**src/design/cvt_pkg.sv**
```systemverilog
// Package of constants and types for the character video timing generator.
package cvt_pkg;

  // ************************************************************
  // Dot clock divider and line counters
  // ************************************************************
  localparam logic [3:0] CVT_DOT_START = 4'h7;
  localparam logic [3:0] CVT_DOT_LAST = 4'hf;
  localparam logic [3:0] CVT_POS_PRESET = 4'h3;
  localparam logic [3:0] CVT_SUB_WRAP = 4'hf;
  localparam logic [3:0] CVT_GROUP_LAST = 4'h9;
  localparam logic [3:0] CVT_SUB_LAST = 4'h8;
  localparam logic [3:0] CVT_SCAN_BLANK = 4'hf;
  localparam logic [3:0] CVT_SCAN_LAST = 4'hb;
  localparam logic [3:0] CVT_ROW_ACTIVE_START = 4'h0;
  localparam logic [3:0] CVT_ROW_BLANK_START = 4'hc;
  localparam logic [3:0] CVT_ROW_LAST = 4'hf;
  localparam logic [6:0] CVT_SPACE_CODE = 7'h20;

  // ************************************************************
  // Register map (byte addresses) and reset values
  // ************************************************************
  localparam logic [4:0] CVT_OFS_CTRL = 5'h00;
  localparam logic [4:0] CVT_OFS_HSYNC = 5'h04;
  localparam logic [4:0] CVT_OFS_VSYNC = 5'h08;
  localparam logic [4:0] CVT_OFS_STATUS = 5'h0c;
  localparam int CVT_CTRL_CCB_BIT = 0;
  localparam int CVT_CTRL_REV_BIT = 1;
  localparam int CVT_CTRL_SHADE_LSB = 4;
  localparam logic [31:0] CVT_CTRL_RESET = 32'h0000_0000;
  localparam logic [31:0] CVT_HSYNC_RESET = 32'h0044_0008;
  localparam logic [31:0] CVT_VSYNC_RESET = 32'h0800_0010;

  // Sync one-shot states, Gray coded along idle, delay, pulse.
  typedef enum logic [1:0] {
    CVT_OS_IDLE = 2'b00,
    CVT_OS_DELAY = 2'b01,
    CVT_OS_PULSE = 2'b11
  } cvt_os_state_t;

endpackage : cvt_pkg

```
**src/design/cvt_timing_gen.sv**
```systemverilog
// Video timing, address selection, sync and blanking for a 64 by 16 character display.
//
// Design decisions made here: the address map and the Wishbone register port.
`timescale 1ns/100ps
// Functional notes
// Each scan line starts by loading 3 into subgroup and group counters.
// Subgroup counts each character, 3..15 then 0..15; wraps advance group.
// Group 9 with subgroup 8 reloads 3; line is 102 characters.
// Group bit 3 is the hsync trigger, group bit 2 horizontal visible.
// Column address is four subgroup bits plus two low group bits.
// Bus address selected when page selected and mid-sync phase rises, held.
// Scan counter holds 15 on first line, then counts 0..11.
// Scan count 11 at a line preset reloads 15.
// Scan line 15 always produces blank dots; the code loads zeros there, but a set cursor bit still inverts them.
// Row-overflow enable fires once per character row, advancing the row counter.
// Row counter carry reloads 12 when vertical visible low, 0 when high.
// Carry at 15 toggles vertical visible and loads the row counter.
// Frame holds 16 active and 4 blanked rows of 13 lines.
// Hsync and vsync are pulses of adjustable width with adjustable start delay.
// Composite sync is hsync XOR vsync.
// Control codes with option set load zeros into the dot serializer.
// Shade or composite blanking forces video to the option's blank level.
// Vertical visible sets shade blank; chosen row 0..15 clears it.
// Composite blank is delayed two character loads and is active low.
// Dot clock divided by nine with a counter running 7..15.
// Character load pulse is low for one dot clock per character.
// Sync widths and delays are configurable dot-clock counts.
module cvt_timing_gen
  import cvt_pkg::*;
(
  input wire logic clk_i,
  input wire logic rst_i,
  input wire logic [4:2] wb_adr_i,
  input wire logic [31:0] wb_dat_i,
  input wire logic [3:0] wb_sel_i,
  input wire logic wb_we_i,
  input wire logic wb_stb_i,
  input wire logic wb_cyc_i,
  output logic [31:0] wb_dat_o,
  output logic wb_ack_o,
  input wire logic display_page_select_n_i,
  input wire logic mid_sync_phase_i,
  input wire logic [9:0] ext_addr_i,
  input wire logic [7:0] char_data_i,
  input wire logic [6:0] glyph_i,
  output logic [9:0] mem_addr_o,
  output logic [6:0] char_code_o,
  output logic [3:0] scan_line_o,
  output logic load_clock_n_o,
  output logic hsync_trigger_o,
  output logic horizontal_visible_o,
  output logic vertical_visible_o,
  output logic hsync_o,
  output logic vsync_o,
  output logic comp_sync_o,
  output logic comp_blank_n_o,
  output logic video_o
);

  // ************************************************************
  // Register slave
  // ************************************************************
  logic [31:0] ctrl_q, hsync_cfg_q, vsync_cfg_q;
  logic ack_q;
  logic [4:0] byte_adr;
  logic bus_req, wr_ctrl, wr_hsync, wr_vsync;
  logic [31:0] status_word, rd_word;
  logic ctrl_char_blank_option, reverse_video_option;
  logic [3:0] shade_end_row;

  // Merge write data into an old value under the byte enables.
  function automatic logic [31:0] cvt_merge(input logic [31:0] old_v, input logic [31:0] new_v,
                                            input logic [3:0] sel);
    logic [31:0] res;
    res = old_v;
    for (int b = 0; b < 4; b++) begin
      if (sel[b]) begin
        res[b*8 +: 8] = new_v[b*8 +: 8];
      end
    end
    return res;
  endfunction : cvt_merge

  // Address decode; unmapped addresses read zero and ignore writes, but are acknowledged.
  assign byte_adr = {wb_adr_i, 2'b00};
  assign bus_req = wb_cyc_i && wb_stb_i && !ack_q;
  assign wr_ctrl = bus_req && wb_we_i && (byte_adr == CVT_OFS_CTRL);
  assign wr_hsync = bus_req && wb_we_i && (byte_adr == CVT_OFS_HSYNC);
  assign wr_vsync = bus_req && wb_we_i && (byte_adr == CVT_OFS_VSYNC);
  assign ctrl_char_blank_option = ctrl_q[CVT_CTRL_CCB_BIT];
  assign reverse_video_option = ctrl_q[CVT_CTRL_REV_BIT];
  assign shade_end_row = ctrl_q[CVT_CTRL_SHADE_LSB +: 4];

  always_comb begin
    if (byte_adr == CVT_OFS_CTRL) begin
      rd_word = ctrl_q;
    end else if (byte_adr == CVT_OFS_HSYNC) begin
      rd_word = hsync_cfg_q;
    end else if (byte_adr == CVT_OFS_VSYNC) begin
      rd_word = vsync_cfg_q;
    end else if (byte_adr == CVT_OFS_STATUS) begin
      rd_word = status_word;
    end else begin
      rd_word = 32'h0000_0000;
    end
  end

  // One wait state: ack rises the cycle after the request and drops the next.
  always_ff @(posedge clk_i) begin
    if (rst_i) begin
      ctrl_q <= CVT_CTRL_RESET;
      hsync_cfg_q <= CVT_HSYNC_RESET;
      vsync_cfg_q <= CVT_VSYNC_RESET;
      ack_q <= 1'b0;
      wb_dat_o <= 32'h0000_0000;
    end else begin
      ack_q <= bus_req;
      wb_dat_o <= bus_req ? rd_word : 32'h0000_0000;
      if (wr_ctrl) begin
        ctrl_q <= cvt_merge(ctrl_q, wb_dat_i, wb_sel_i);
      end
      if (wr_hsync) begin
        hsync_cfg_q <= cvt_merge(hsync_cfg_q, wb_dat_i, wb_sel_i);
      end
      if (wr_vsync) begin
        vsync_cfg_q <= cvt_merge(vsync_cfg_q, wb_dat_i, wb_sel_i);
      end
    end
  end
  assign wb_ack_o = ack_q;

  // ************************************************************
  // Pin synchronisers
  // ************************************************************
  logic [11:0] pin_meta_q, pin_sync_q;
  logic page_sel_n_s, mid_phase_s, mid_phase_d1_q;
  logic [9:0] ext_addr_s;

  // The address pins are only used while the page select holds them steady.
  always_ff @(posedge clk_i) begin
    if (rst_i) begin
      pin_meta_q <= 12'hfff;
      pin_sync_q <= 12'hfff;
      mid_phase_d1_q <= 1'b1;
    end else begin
      pin_meta_q <= {display_page_select_n_i, mid_sync_phase_i, ext_addr_i};
      pin_sync_q <= pin_meta_q;
      mid_phase_d1_q <= mid_phase_s;
    end
  end
  assign page_sel_n_s = pin_sync_q[11];
  assign mid_phase_s = pin_sync_q[10];
  assign ext_addr_s = pin_sync_q[9:0];

  // ************************************************************
  // Dot divider and character timing
  // ************************************************************
  logic [3:0] dot_q, sub_q, grp_q, scan_q, row_q;
  logic char_tick, line_tick, row_ovf, row_carry, vvis_q, load_n_q;

  // Running 7..15 gives nine dots per character; the load pulse is the last dot.
  always_ff @(posedge clk_i) begin
    if (rst_i) begin
      dot_q <= CVT_DOT_START;
      load_n_q <= 1'b1;
    end else begin
      dot_q <= (dot_q == CVT_DOT_LAST) ? CVT_DOT_START : dot_q + 4'h1;
      load_n_q <= (dot_q != (CVT_DOT_LAST - 4'h1));
    end
  end
  assign char_tick = (dot_q == CVT_DOT_LAST);
  assign load_clock_n_o = load_n_q;

  // Line preset, row overflow and row carry decodes.
  assign line_tick = char_tick && (grp_q == CVT_GROUP_LAST) && (sub_q == CVT_SUB_LAST);
  assign row_ovf = line_tick && (scan_q == CVT_SCAN_LAST);
  assign row_carry = row_ovf && (row_q == CVT_ROW_LAST);

  // Horizontal position counters.
  always_ff @(posedge clk_i) begin
    if (rst_i) begin
      sub_q <= CVT_POS_PRESET;
      grp_q <= CVT_POS_PRESET;
    end else if (line_tick) begin
      sub_q <= CVT_POS_PRESET;
      grp_q <= CVT_POS_PRESET;
    end else if (char_tick) begin
      sub_q <= sub_q + 4'h1;
      if (sub_q == CVT_SUB_WRAP) begin
        grp_q <= grp_q + 4'h1;
      end
    end
  end
  assign hsync_trigger_o = grp_q[3];
  assign horizontal_visible_o = grp_q[2];

  // Scan line counter: 15 for the spacer line, then 0..11, giving 13 lines per row.
  always_ff @(posedge clk_i) begin
    if (rst_i) begin
      scan_q <= CVT_SCAN_BLANK;
    end else if (row_ovf) begin
      scan_q <= CVT_SCAN_BLANK;
    end else if (line_tick) begin
      scan_q <= scan_q + 4'h1;
    end
  end
  assign scan_line_o = scan_q;

  // Row counter and vertical visible flag; the load uses the flag's old value,
  // so 16 active rows alternate with 4 blanked rows.
  always_ff @(posedge clk_i) begin
    if (rst_i) begin
      row_q <= CVT_ROW_ACTIVE_START;
      vvis_q <= 1'b0;
    end else if (row_carry) begin
      vvis_q <= !vvis_q;
      row_q <= vvis_q ? CVT_ROW_ACTIVE_START : CVT_ROW_BLANK_START;
    end else if (row_ovf) begin
      row_q <= row_q + 4'h1;
    end
  end
  assign vertical_visible_o = vvis_q;

  // ************************************************************
  // Display memory address selection
  // ************************************************************
  logic ext_sel_q;
  logic [9:0] mem_addr_q;

  // Bus side takes the memory from mid-sync until page select is released.
  always_ff @(posedge clk_i) begin
    if (rst_i) begin
      ext_sel_q <= 1'b0;
      mem_addr_q <= 10'h000;
    end else begin
      if (page_sel_n_s) begin
        ext_sel_q <= 1'b0;
      end else if (mid_phase_s && !mid_phase_d1_q) begin
        ext_sel_q <= 1'b1;
      end
      mem_addr_q <= ext_sel_q ? ext_addr_s : {row_q, grp_q[1:0], sub_q};
    end
  end
  assign mem_addr_o = mem_addr_q;

  // ************************************************************
  // Character latch and dot serializer
  // ************************************************************
  logic [7:0] char_q;
  logic [8:0] shift_q;
  logic cursor_q, ctrl_code, clear_dots;

  // A bus access clears the latch to a space so the cell shows blank.
  always_ff @(posedge clk_i) begin
    if (rst_i) begin
      char_q <= {1'b0, CVT_SPACE_CODE};
    end else if (ext_sel_q) begin
      char_q <= {1'b0, CVT_SPACE_CODE};
    end else if (char_tick) begin
      char_q <= char_data_i;
    end
  end
  assign char_code_o = char_q[6:0];
  assign ctrl_code = (char_q[6:5] == 2'b00);
  assign clear_dots = (ctrl_char_blank_option && ctrl_code) || (scan_q == CVT_SCAN_BLANK);

  // Seven glyph dots then two spacer dots; the cursor bit travels with the cell.
  always_ff @(posedge clk_i) begin
    if (rst_i) begin
      shift_q <= 9'h000;
      cursor_q <= 1'b0;
    end else if (!load_n_q) begin
      shift_q <= clear_dots ? 9'h000 : {glyph_i, 2'b00};
      cursor_q <= char_q[7];
    end else begin
      shift_q <= {shift_q[7:0], 1'b0};
    end
  end

  // ************************************************************
  // Blanking
  // ************************************************************
  logic shade_q;
  logic [1:0] blank_pipe_q;
  logic comp_blank_raw, blank_now, video_q;

  // Shade starts with vertical blanking and ends at the chosen active row.
  always_ff @(posedge clk_i) begin
    if (rst_i) begin
      shade_q <= 1'b1;
    end else if (vvis_q) begin
      shade_q <= 1'b1;
    end else if (row_q == shade_end_row) begin
      shade_q <= 1'b0;
    end
  end

  // Delay blanking two character loads to line up with the memory pipeline.
  assign comp_blank_raw = !grp_q[2] || vvis_q;
  always_ff @(posedge clk_i) begin
    if (rst_i) begin
      blank_pipe_q <= 2'b11;
    end else if (!load_n_q) begin
      blank_pipe_q <= {blank_pipe_q[0], comp_blank_raw};
    end
  end
  assign comp_blank_n_o = !blank_pipe_q[1];

  assign blank_now = shade_q || blank_pipe_q[1];
  always_ff @(posedge clk_i) begin
    if (rst_i) begin
      video_q <= 1'b0;
    end else if (blank_now) begin
      video_q <= reverse_video_option;
    end else begin
      video_q <= shift_q[8] ^ cursor_q ^ reverse_video_option;
    end
  end
  assign video_o = video_q;

  // ************************************************************
  // Sync one-shots
  // ************************************************************
  logic grp3_d1_q, vvis_d1_q, hsync_rise, vsync_rise;
  logic [1:0] os_trig;
  logic [31:0] os_cfg [2];
  cvt_os_state_t os_q [2];
  logic [15:0] os_cnt_q [2];

  always_ff @(posedge clk_i) begin
    if (rst_i) begin
      grp3_d1_q <= 1'b0;
      vvis_d1_q <= 1'b0;
    end else begin
      grp3_d1_q <= grp_q[3];
      vvis_d1_q <= vvis_q;
    end
  end
  assign hsync_rise = grp_q[3] && !grp3_d1_q;
  assign vsync_rise = vvis_q && !vvis_d1_q;
  assign os_trig = {vsync_rise, hsync_rise};
  assign os_cfg[0] = hsync_cfg_q;
  assign os_cfg[1] = vsync_cfg_q;

  // Delay counts delay+1 cycles, then the pulse lasts width cycles (0 acts as 1).
  // A trigger during a running pulse is ignored, as a one-shot would.
  for (genvar g = 0; g < 2; g++) begin : g_oneshot
    always_ff @(posedge clk_i) begin
      if (rst_i) begin
        os_q[g] <= CVT_OS_IDLE;
        os_cnt_q[g] <= 16'h0000;
      end else begin
        case (os_q[g])
          CVT_OS_IDLE: begin
            if (os_trig[g]) begin
              os_q[g] <= CVT_OS_DELAY;
              os_cnt_q[g] <= os_cfg[g][15:0];
            end
          end
          CVT_OS_DELAY: begin
            if (os_cnt_q[g] == 16'h0000) begin
              os_q[g] <= CVT_OS_PULSE;
              os_cnt_q[g] <= (os_cfg[g][31:16] == 16'h0000) ? 16'h0000
                             : os_cfg[g][31:16] - 16'h0001;
            end else begin
              os_cnt_q[g] <= os_cnt_q[g] - 16'h0001;
            end
          end
          CVT_OS_PULSE: begin
            if (os_cnt_q[g] == 16'h0000) begin
              os_q[g] <= CVT_OS_IDLE;
            end else begin
              os_cnt_q[g] <= os_cnt_q[g] - 16'h0001;
            end
          end
          default: begin
            os_q[g] <= CVT_OS_IDLE;
          end
        endcase
      end
    end
  end
  assign hsync_o = (os_q[0] == CVT_OS_PULSE);
  assign vsync_o = (os_q[1] == CVT_OS_PULSE);
  assign comp_sync_o = hsync_o ^ vsync_o;

  assign status_word = {14'h0000, vvis_q, shade_q, row_q, scan_q, grp_q, sub_q};
endmodule : cvt_timing_gen

```
**config.mk**
```make
export PLATFORM = sky130hd
export DESIGN_NAME = cvt_timing_gen
export DESIGN_NICKNAME = d
export VERILOG_FILES = /design/src/design/cvt_pkg.sv /design/src/design/cvt_timing_gen.sv
export SDC_FILE = /design/constraint.sdc
export NUM_CORES = 1
export LEC_CHECK = 0
export BUFFER_PORTS_ARGS = -buffer_cell sky130_fd_sc_hd__buf_2
export CAP_MARGIN = 20
export CORE_AREA = 10 10 144 146
export DETAILED_ROUTE_END_ITERATION = 7
export DIE_AREA = 0 0 154 156
export GPL_TIMING_DRIVEN = 0
export PLACE_DENSITY = 0.85
export SETUP_SLACK_MARGIN = 0.4
export SYNTH_ARGS = -nofsm -noshare
export SYNTH_HDL_FRONTEND = slang
export SYNTH_SLANG_ARGS = --single-unit
```
**constraint.sdc**
```tcl
create_clock -name clk_i -period 4.2 [get_ports clk_i]
set_input_delay 0.21 -clock clk_i [delete_from_list [all_inputs] [get_ports clk_i]]
set_output_delay 0.21 -clock clk_i [all_outputs]
set_load 0.05 [all_outputs]
```
==> impl_metrics.csv, run 1 <==
group,metric,value,unit
synthesis,synthArstFlopShare,0,%
die,start_util,62.4,%
detailed_routing,routedWlPerCell,21.7,um
power,irDropWorstVdd,526,uV
synthesis,synth_edf_count,36,
timing,min_period,3050,ps
detailed_routing,vias,10257,
synthesis,syn-num-nets,1268,
timing,fin_crit_sh,72.7,%
timing,final-setup-viol-count,0,
detailed_routing,route.detailed.drc,0,
global_routing,antenna_found_initial,2,
finish,area.growth.synth_to_final,20.8,%
finish,fin_nets,1478,
global_routing,first_global_vias,9939,
placed_design,io_buffer_count,131,
timing,finalClockSkew,17.7,ps
synthesis,syn_inst,1185,
power,p_int,4.05,mW
timing,finalMaxSlewViolations,0,
synthesis,synthSimpleGateAreaFrac,21.1,%
die,die-area,24000,sq um
finish,fin_util,75.3,%
synthesis,synth_top_family_by_area,"simple AND/OR/NAND/NOR gates",
power,switching_share,25.9,%
synthesis,avgSynthCellArea,9.39,sq um
synthesis,ys.warnings.count,0,
die,pin_count,134,
finish,postLayoutCellArea,13400,sq um
global_routing,grt_max_degree,17,
global_routing,grt_pass1_wl,54900,um
clocking,ctsResizeCount,0,
synthesis,synth_cell_types,64,
worst_setup_path,cp-end-kind,"flip-flop",
clocking,cts_setup_buffers,0,
worst_setup_path,crit_arrival,3420,ps
power,p_sw,1.41,mW
timing,max_freq,0.327,GHz
placed_design,dp_slack,1190,ps
clocking,clkLatencyLatePin,530,ps
synthesis,synthTopCellsByArea,"dfxtp_1, edfxtp_1, mux2i_1",
timing,rsz0062_at_grt,"no",
die,num_rows,49,
synthesis,synth-compound-area-share,13.3,%
synthesis,synth_fa_ha_area_share,1.35,%
finish,drive_above_1_share,18.1,%
worst_setup_path,crit_required,4570,ps
detailed_routing,drt_first_iter_violations,1257,
flow_run,maxCapViolCount,0,
detailed_routing,viasPerCell,6.24,
timing,tightest_slew,1120,ps
synthesis,synth_ff_type,"dfxtp_1",
die,die_w,154,um
power,p_clk_share,42.8,%
synthesis,seq_area_frac_synth,47.3,%
clocking,cts-root-buf,"clkbuf_16",
synthesis,synth_top_cell_area_share,37.6,%
timing,finalSetupTns,0,ps
clocking,cts_buffer_depth,3,
global_routing,overflow,0,
clocking,clk_pin_slew,60,ps
clocking,numCtsBuffers,25,
die,core_area,17800,sq um
worst_setup_path,worstPathCellList,"inv_1, ha_1, nor4b_1, nand4_1, a211oi_1, buf_2, o21ai_0, a22oi_1",
detailed_routing,wl,35600,um
worst_hold_path,hold_class,"in -> reg",
synthesis,yosysTopAreaCell,"dfxtp_1",
synthesis,synth_mux_area_share,7.84,%
placed_design,dpl.hpwl,24400,um
clocking,holdBufCountCts,52,
outcome,status,"finished, final reports clean",
clocking,cts_max_level,1,
worst_setup_path,setup.worst_path.class,"reg -> reg",
synthesis,synth_xor_area_share,4.96,%
placed_design,globalplace.congestion,0.973,
detailed_routing,antenna_left,0,
power,power.density,406,nW/um^2
synthesis,ys_seq_elements,245,
clocking,clock-sinks,245,
synthesis,synth_area,11100,sq um
timing,post-route-worst-setup-slack,1150,ps
global_routing,grt_usage,28.0,%
worst_setup_path,critPathTopFamily,"compound AO/OA/AOI/OAI gates",
placed_design,place_area,12100,sq um
worst_setup_path,crit_path_start_kind,"flip-flop",
power,leakagePower,5.05,nW
timing,final-hold-violation-count,0,
timing,slew_headroom,25.0,%
detailed_routing,drt_first_pass_iters,7,
power,power_frac_comb,10.8,%
clocking,cts_tree,"done",
power,p_seq_share,46.4,%
die,die_y,156,um
worst_setup_path,max_stage_delay,700,ps
worst_setup_path,path_buf_inv,2,
worst_setup_path,cp_max_fo,10,
worst_setup_path,crit_path_top_delay_cell,"a211oi_1",
-- cell usage in the layout (no fill, tap or decap), types with 12 or more instances in the layout --
cell type	n
dlygate4sd3_1	52
buf_2	137
nor2b_1	26
mux2i_1	86
nand2_1	99
dfxtp_1	209
xor2_1	23
a221oi_1	13
ha_1	12
clkbuf_1	69
a21oi_1	89
xnor2_1	40
a22oi_1	12
o22ai_1	18
nor3_1	50
clkbuf_16	26
edfxtp_1	36
a211oi_1	20
nand4_1	14
inv_1	17
nor2_1	120
nand3_1	39
or2_2	33
-- per-layer routing --
metal | global-route usage [%] | vias to the layer above | share of wire (%)
met5 | 0 | - | 0
met4 | 14.5 | 0 | 5.3
met3 | 5.54 | 162 | 11
met2 | 47.1 | 710 | 48
met1 | 33.2 | 4747 | 36
li1 | - | 4638 | -
-- path summary, 6_finish.rpt --
kind                     to  slack, ps  cells after the start            from
min reg2reg       ext_sel_q        400                      1  pin_sync_q[11]
max          os_cnt_q[0][3]       1150                      8  os_cnt_q[0][0]
max reg2reg  os_cnt_q[0][3]       1150                      8  os_cnt_q[0][0]
min              ctrl_q[12]          3                      3    wb_dat_i[12]
-- cell type report --
cell class	count	area [sq um]
Tap cell	229	287
Multi-Input combinational cell	836	5400
Antenna cell	2	5.00
Timing Repair Buffer	183	1180
Fill cell	1164	4400
Buffer	86	390
Clock inverter	11	141
Clock buffer	33	707
Sequential cell	245	5270
Inverter	18	68.8
-- Yosys cell counts (6+ instances only) --
master,number
nand4b_1,6
a21oi_1,89
nor4_1,10
a221oi_1,13
o22ai_1,18
nand4_1,14
inv_1,17
nor3_1,50
nand3b_1,6
xor2_1,23
and2_1,11
xnor2_1,40
nand2_1,99
nand2b_1,10
nor2_1,120
clkbuf_1,65
buf_2,6
or2_2,33
nor2b_1,26
a211o_1,7
o21ai_0,8
a211oi_1,20
mux2i_1,86
dfxtp_1,209
a22oi_1,12
a21o_1,7
buf_4,8
a211oi_2,10
a221oi_2,9
ha_1,12
edfxtp_1,36
nand3_1,39
or3_1,9
-- registers in the layout, indices dropped and copies added (netlist names), 7 cells and up --
register / cells
wb_dat_o: 32
vsync_cfg_q: 32
char_q: 8
pin_sync_q: 12
os_cnt_q: 32
shift_q: 7
ctrl_q: 32
mem_addr_o: 10
hsync_cfg_q: 32
pin_meta_q: 12
-- tightest hold or removal path: stages --
cell	delay, ps
buf_2	140
nand3_1	80
a21oi_1	50
-- power by group through the flow --
stage,Sequential [mW],Combinational [mW],Clock [mW]
2_1_floorplan,2.60,0.328,0
3_3_place_gp,2.57,0.511,0
3_5_place_dp,2.58,0.523,0
4_1_cts,2.53,0.570,2.31
5_1_grt,2.54,0.626,2.43
6_report,2.53,0.588,2.34
-- kinds of logic after synthesis --
| logic type | Yosys count |
|---|---|
| buffers and inverters | 104 |
| xor gates and xnor gates | 63 |
| muxes | 87 |
| DFF | 245 |
| adders and majority gates | 12 |
| AOI/OAI and AO/OA | 211 |
| and+or+nand+nor | 463 |
-- metrics by stage --
stage | total power [mW] | hold slack [ps] | instances
6_report | 5.46 | 2.97 | 1643
5_1_grt | 5.59 | 6.68 | 1643
4_1_cts | 5.41 | 0.268 | 1641
3_5_place_dp | 3.10 | 384 | 1545
3_3_place_gp | 3.08 | 378 | 1545
2_1_floorplan | 2.92 | 289 | 1185
No activity file was read; power rests on OpenSTA's default activity.
==> run 2: changes to the inputs <==
--- a/config.mk
+++ b/config.mk
@@ -7,11 +7,11 @@
 export LEC_CHECK = 0
 export BUFFER_PORTS_ARGS = -buffer_cell sky130_fd_sc_hd__buf_2
 export CAP_MARGIN = 20
-export CORE_AREA = 10 10 144 146
+export CORE_AREA = 10 10 150 152
 export DETAILED_ROUTE_END_ITERATION = 7
-export DIE_AREA = 0 0 154 156
+export DIE_AREA = 0 0 160 162
 export GPL_TIMING_DRIVEN = 0
-export PLACE_DENSITY = 0.85
+export PLACE_DENSITY = 0.79
 export SETUP_SLACK_MARGIN = 0.4
 export SYNTH_ARGS = -nofsm -noshare
 export SYNTH_HDL_FRONTEND = slang
==> constraint.sdc (replaced) <==
create_clock -name clk_i -period 2.9 [get_ports clk_i]
set_input_delay 0.145 -clock clk_i [delete_from_list [all_inputs] [get_ports clk_i]]
set_output_delay 0.145 -clock clk_i [all_outputs]
set_load 0.05 [all_outputs]
==> impl_metrics.csv, run 2 (synthesis gave the netlist of run 1 again) <==
group,metric,value,unit
worst_setup_path,max_stage_delay,560,ps
power,p_int,5.85,mW
worst_setup_path,critPathTopFamily,"simple AND/OR/NAND/NOR gates",
global_routing,antenna_found_initial,1,
global_routing,grt_usage,25.1,%
clocking,numCtsBuffers,26,
worst_setup_path,r2r_start,"os_cnt_q[1][3]",
die,die-area,25900,sq um
clocking,cts_max_level,1,
worst_setup_path,r2r-end,"os_cnt_q[1][2]",
timing,rsz0062_at_grt,"yes",
worst_setup_path,crit_path_start_kind,"flip-flop",
global_routing,first_global_vias,9624,
die,pin_count,134,
placed_design,place_inst,1581,
die,core_area,19400,sq um
worst_setup_path,r2r_setup_slack,390,ps
die,start_util,57.4,%
detailed_routing,viasPerCell,5.78,
detailed_routing,routedWlPerCell,19.9,um
power,p_seq_share,46.7,%
clocking,clk_pin_slew,60,ps
finish,n_antenna_cell,0,
detailed_routing,drt_first_pass_iters,5,
worst_setup_path,crit_path_start,"os_cnt_q[1][3]",
placed_design,dpl.hpwl,24600,um
power,p_clk_share,42.2,%
power,leakagePower,5.25,nW
global_routing,grt_max_degree,17,
finish,mostFrequentLayoutCell,"dfxtp_1",
finish,final_cell_mix,"dfxtp_1, buf_2, nor2_1",
timing,finalMaxSlewViolations,0,
timing,final-setup-viol-count,0,
timing,fin_crit_sh,86.6,%
power,switching_share,25.3,%
timing,finalClockSkew,20.5,ps
worst_hold_path,worstHoldStart,"wb_sel_i[0]",
outcome,status,"finished, final reports clean",
finish,drive_above_1_share,20.4,%
placed_design,globalplace.congestion,0.945,
finish,area.growth.synth_to_final,24.7,%
detailed_routing,route.detailed.drc,0,
timing,slew_headroom,26.6,%
die,die_w,160,um
worst_hold_path,min_to,"ctrl_q[0]",
global_routing,overflow,0,
clocking,clkLatencyLatePin,540,ps
worst_setup_path,path_buf_inv,1,
timing,max_freq,0.398,GHz
worst_setup_path,cp-end-kind,"flip-flop",
detailed_routing,antenna_left,0,
timing,final-hold-violation-count,0,
power,power.density,565,nW/um^2
detailed_routing,wl,34000,um
global_routing,grt_pass1_wl,53000,um
die,die_y,162,um
finish,postLayoutCellArea,13900,sq um
placed_design,io_buffer_count,131,
worst_setup_path,rr_worst_depth,6,
clocking,cts-root-buf,"clkbuf_16",
placed_design,place_area,12100,sq um
timing,min_period,2510,ps
timing,tightest_slew,1090,ps
flow_run,maxCapViolCount,0,
detailed_routing,drt_first_iter_violations,1066,
worst_setup_path,setup.worst_path.class,"reg -> reg",
power,power,7.83,mW
clocking,cts_tree,"done",
finish,stdcell_count,1705,
worst_setup_path,cp_max_fo,7,
detailed_routing,vias,9860,
power,irDropWorstVdd,563,uV
worst_hold_path,hold_class,"in -> reg",
worst_setup_path,crit_required,3170,ps
die,num_rows,51,
power,p_sw,1.98,mW
finish,multi_input_area,5560,sq um
finish,register_area,5270,sq um
power,power_frac_comb,11.0,%
timing,finalSetupTns,0,ps
finish,fillCellCount,1459,
worst_hold_path,hold_depth,4,
worst_setup_path,worstPathCellList,"or3_4, or4_4, or2_1, buf_6, a221oi_4, a211oi_2",
finish,fin_nets,1503,
clocking,cts_buffer_depth,3,
worst_setup_path,crit_arrival,2780,ps
worst_setup_path,crit_path_top_delay_cell,"or4_4",
clocking,clock-sinks,245,
run 2: cell count changes in the layout (fill, tap and decap cells not counted), sizes merged:
cell,before,now
bufinv,3,1
dlygate4sd3,52,62
clkbuf,98,101
diode,2,0
buf,152,167
clkinvlp,2,1
inv,20,18
clkinv,4,9
run 2: through the flow:
stage / hold slack [ps] / util (%) / worst slack [ps]
floorplan: 224 / - / 507
global placement: 327 / 62.4 / 95.0
detailed placement: 330 / 62.4 / 46.7
CTS: 165 / 70.6 / 376
global route: 217 / 71.5 / 305
finish: 200 / 71.5 / 389
run 2: worst max path at each step:
stage	end	cells after the start
after floorplan	os_cnt_q[1][11]	6
after global placement	os_cnt_q[0][3]	8
after detailed placement	os_cnt_q[0][3]	8
after CTS	os_cnt_q[0][3]	8
after global routing	os_cnt_q[1][11]	6
final	os_cnt_q[1][2]	6
run 2: power groups by stage:
stage | clock, mW | sequential (mW) | combinational [mW]
finish | 3.31 | 3.66 | 0.863
global route | 3.47 | 3.68 | 0.937
CTS | 3.32 | 3.66 | 0.834
detailed placement | 0 | 3.73 | 0.754
global placement | 0 | 3.73 | 0.741
floorplan | 0 | 3.76 | 0.475
run 2: area by class of cell:
type / instances / area share (%)
Multi-Input combinational cell: 836 / 40.1
Sequential cell: 245 / 38.0
Timing Repair Buffer: 207 / 9.96
Clock buffer: 37 / 5.57
Buffer: 86 / 2.83
Tap cell: 265 / 2.39
Clock inverter: 11 / 0.704
Inverter: 18 / 0.496
run 2: worst min-delay path, stage by stage:
cell and delay (ps):
buf_2 130, clkbuf_1 220, nand3_1 140, a21oi_1 50
run 2: routing by layer:
metal	part of all wire, %	track usage (%)
met1	40	31.0
met4	3.3	9.68
met3	8.3	4.88
met2	48	42.4
met5	0.035	0
run 2: repair_timing:
action | 4_1_cts | 5_1_grt
setup endpoints to repair | 46 | 66
hold endpoints to repair | 125 | 0
hold buffers | 62 | 0
setup buffers | 4 | 10
gates resized for setup | 8 | 22
pin swaps | 3 | 5
==> run 3: changes to the inputs <==
--- a/config.mk
+++ b/config.mk
@@ -7,11 +7,10 @@
 export LEC_CHECK = 0
 export BUFFER_PORTS_ARGS = -buffer_cell sky130_fd_sc_hd__buf_2
 export CAP_MARGIN = 20
-export CORE_AREA = 10 10 150 152
+export CORE_AREA = 10 10 215 217
 export DETAILED_ROUTE_END_ITERATION = 7
-export DIE_AREA = 0 0 160 162
+export DIE_AREA = 0 0 225 227
 export GPL_TIMING_DRIVEN = 0
-export PLACE_DENSITY = 0.79
 export SETUP_SLACK_MARGIN = 0.4
 export SYNTH_ARGS = -nofsm -noshare
 export SYNTH_HDL_FRONTEND = slang
==> impl_metrics.csv, run 3 (synthesis gave the netlist of run 1 again) <==
group,metric,value,unit
outcome,status,"finished, final reports clean",
placed_design,dpl.hpwl,29000,um
die,die_y,227,um
placed_design,dp_slack,69.7,ps
finish,drive_above_1_share,21.2,%
die,pin_count,134,
placed_design,globalplace.congestion,0.927,
clocking,clk_pin_slew,60,ps
finish,mostFrequentLayoutCell,"dfxtp_1",
power,p_seq_share,42.6,%
worst_hold_path,hold_class,"in -> reg",
timing,fin_crit_sh,86.8,%
detailed_routing,wl,38600,um
die,start_util,26.6,%
power,p_int,6.41,mW
clocking,cts_buffer_depth,3,
clocking,cts_max_level,1,
timing,rsz0062_at_grt,"yes",
detailed_routing,drt_first_pass_iters,5,
worst_setup_path,max_stage_delay,580,ps
detailed_routing,drt_first_iter_violations,851,
clocking,clkLatencyLatePin,570,ps
finish,area.growth.synth_to_final,30.3,%
global_routing,grt_max_degree,17,
global_routing,overflow,0,
power,irDropWorstVdd,413,uV
timing,finalMaxSlewViolations,0,
placed_design,place_inst,1855,
detailed_routing,antenna_left,0,
worst_setup_path,critPathTopFamily,"simple AND/OR/NAND/NOR gates",
power,p_clk_share,47.0,%
worst_setup_path,setup.worst_path.class,"reg -> reg",
clocking,numCtsBuffers,28,
die,die-area,51100,sq um
power,power,8.60,mW
worst_setup_path,worstPathCellList,"or4_4, or4_4, or2_1, buf_6, a221oi_4, a211oi_2",
die,die_w,225,um
timing,max_freq,0.397,GHz
power,power.density,593,nW/um^2
power,switching_share,25.4,%
timing,finalSetupTns,0,ps
finish,fillCellCount,4236,
timing,finalClockSkew,7.47,ps
power,power_frac_comb,10.4,%
die,core_area,41800,sq um
global_routing,grt_usage,14.7,%
finish,fin_util,34.7,%
finish,fin_nets,1504,
worst_setup_path,cp_common_cell,"or4_4",
detailed_routing,viasPerCell,4.97,
global_routing,grt_pass1_wl,58300,um
power,leakagePower,5.36,nW
detailed_routing,route.detailed.drc,0,
worst_setup_path,crit_path_start_kind,"flip-flop",
worst_setup_path,path_buf_inv,1,
clocking,clock-sinks,245,
clocking,cts_tree,"done",
detailed_routing,routedWlPerCell,19.4,um
finish,stdcell_count,1986,
timing,post-route-worst-setup-slack,383,ps
global_routing,antenna_found_initial,4,
placed_design,io_buffer_count,131,
timing,tightest_slew,996,ps
worst_setup_path,crit_arrival,2820,ps
finish,final_cell_mix,"dfxtp_1, buf_2, nor2_1",
timing,final-setup-viol-count,0,
detailed_routing,vias,9868,
timing,final-hold-violation-count,0,
worst_setup_path,cp_max_fo,6,
timing,slew_headroom,33.1,%
worst_setup_path,crit_path_top_delay_cell,"or4_4",
die,num_rows,75,
flow_run,maxCapViolCount,0,
power,p_sw,2.19,mW
global_routing,first_global_vias,9548,
timing,min_period,2520,ps
worst_setup_path,cp-end-kind,"flip-flop",
clocking,cts-root-buf,"clkbuf_16",
worst_setup_path,crit_required,3200,ps
## run 3: cell count changes in the layout (fill, tap and decap cells not counted), moves of 4 or more
cell,delta
clkbuf_8,-5
clkbuf_16,+4
diode_2,+4
clkinv_2,-4
bufinv_16,+5
a221oi_1,-4
## run 3: per-stage QoR
step                      instance area (sq um)  hold slack (ps)
after global routing                      14500              209
after global placement                    12500              327
after detailed placement                  12500              330
after floorplan                           11100              224
final                                     14500              190
after CTS                                 14300              145
## run 3: worst paths after layout
| check | start | end | slack, ps | cells after the start |
|---|---|---|---|---|
| hold / removal | wb_sel_i[1] | ctrl_q[9] | 190 | 4 |
| setup reg to reg | os_cnt_q[1][11] | os_cnt_q[1][11] | 380 | 6 |
| setup / recovery | os_cnt_q[1][11] | os_cnt_q[1][11] | 380 | 6 |
| hold reg to reg | pin_sync_q[11] | ext_sel_q | 390 | 1 |
## run 3: area by class of cell
class                           instances  area, sq um  share of cell area (%)
Clock buffer                           37          807                    5.57
Buffer                                 86          408                    2.81
Clock inverter                         15          253                    1.74
Multi-Input combinational cell        836         5640                    38.9
Antenna cell                            4         10.0                  0.0690
Inverter                               18         68.8                   0.475
Timing Repair Buffer                  206         1370                    9.48
Sequential cell                       245         5270                    36.3
Tap cell                              539          674                    4.65
## run 3: per-layer routing
metal	GRT usage (%)	wire length (um)
met4	4.23	1040
met5	0	7
met3	3.85	3500
met2	21.4	16000
met1	20.9	18000
## run 3: worst reg2reg max path, cell delays in order (launching register included)
cell	delay (ps)
edfxtp_1	390
or4_4	580
or4_4	480
or2_1	260
buf_6	150
a221oi_4	330
a211oi_2	80
## run 3: power groups by stage
stage	Sequential (mW)	Combinational, mW	Clock, mW
2_1_floorplan	3.76	0.475	0
3_5_place_dp	3.74	0.783	0
3_3_place_gp	3.73	0.775	0
5_1_grt	3.68	0.968	4.24
6_report	3.67	0.890	4.04
4_1_cts	3.66	0.874	4.11
## run 3: what timing repair did
| item | in CTS | in global routing |
|---|---|---|
| setup buffers | 7 | 6 |
| hold endpoints to repair | 125 | 0 |
| endpoints found under the setup margin | 49 | 91 |
| pin swaps | 2 | 4 |
| gates resized for setup | 12 | 40 |
| hold buffers | 62 | 0 |
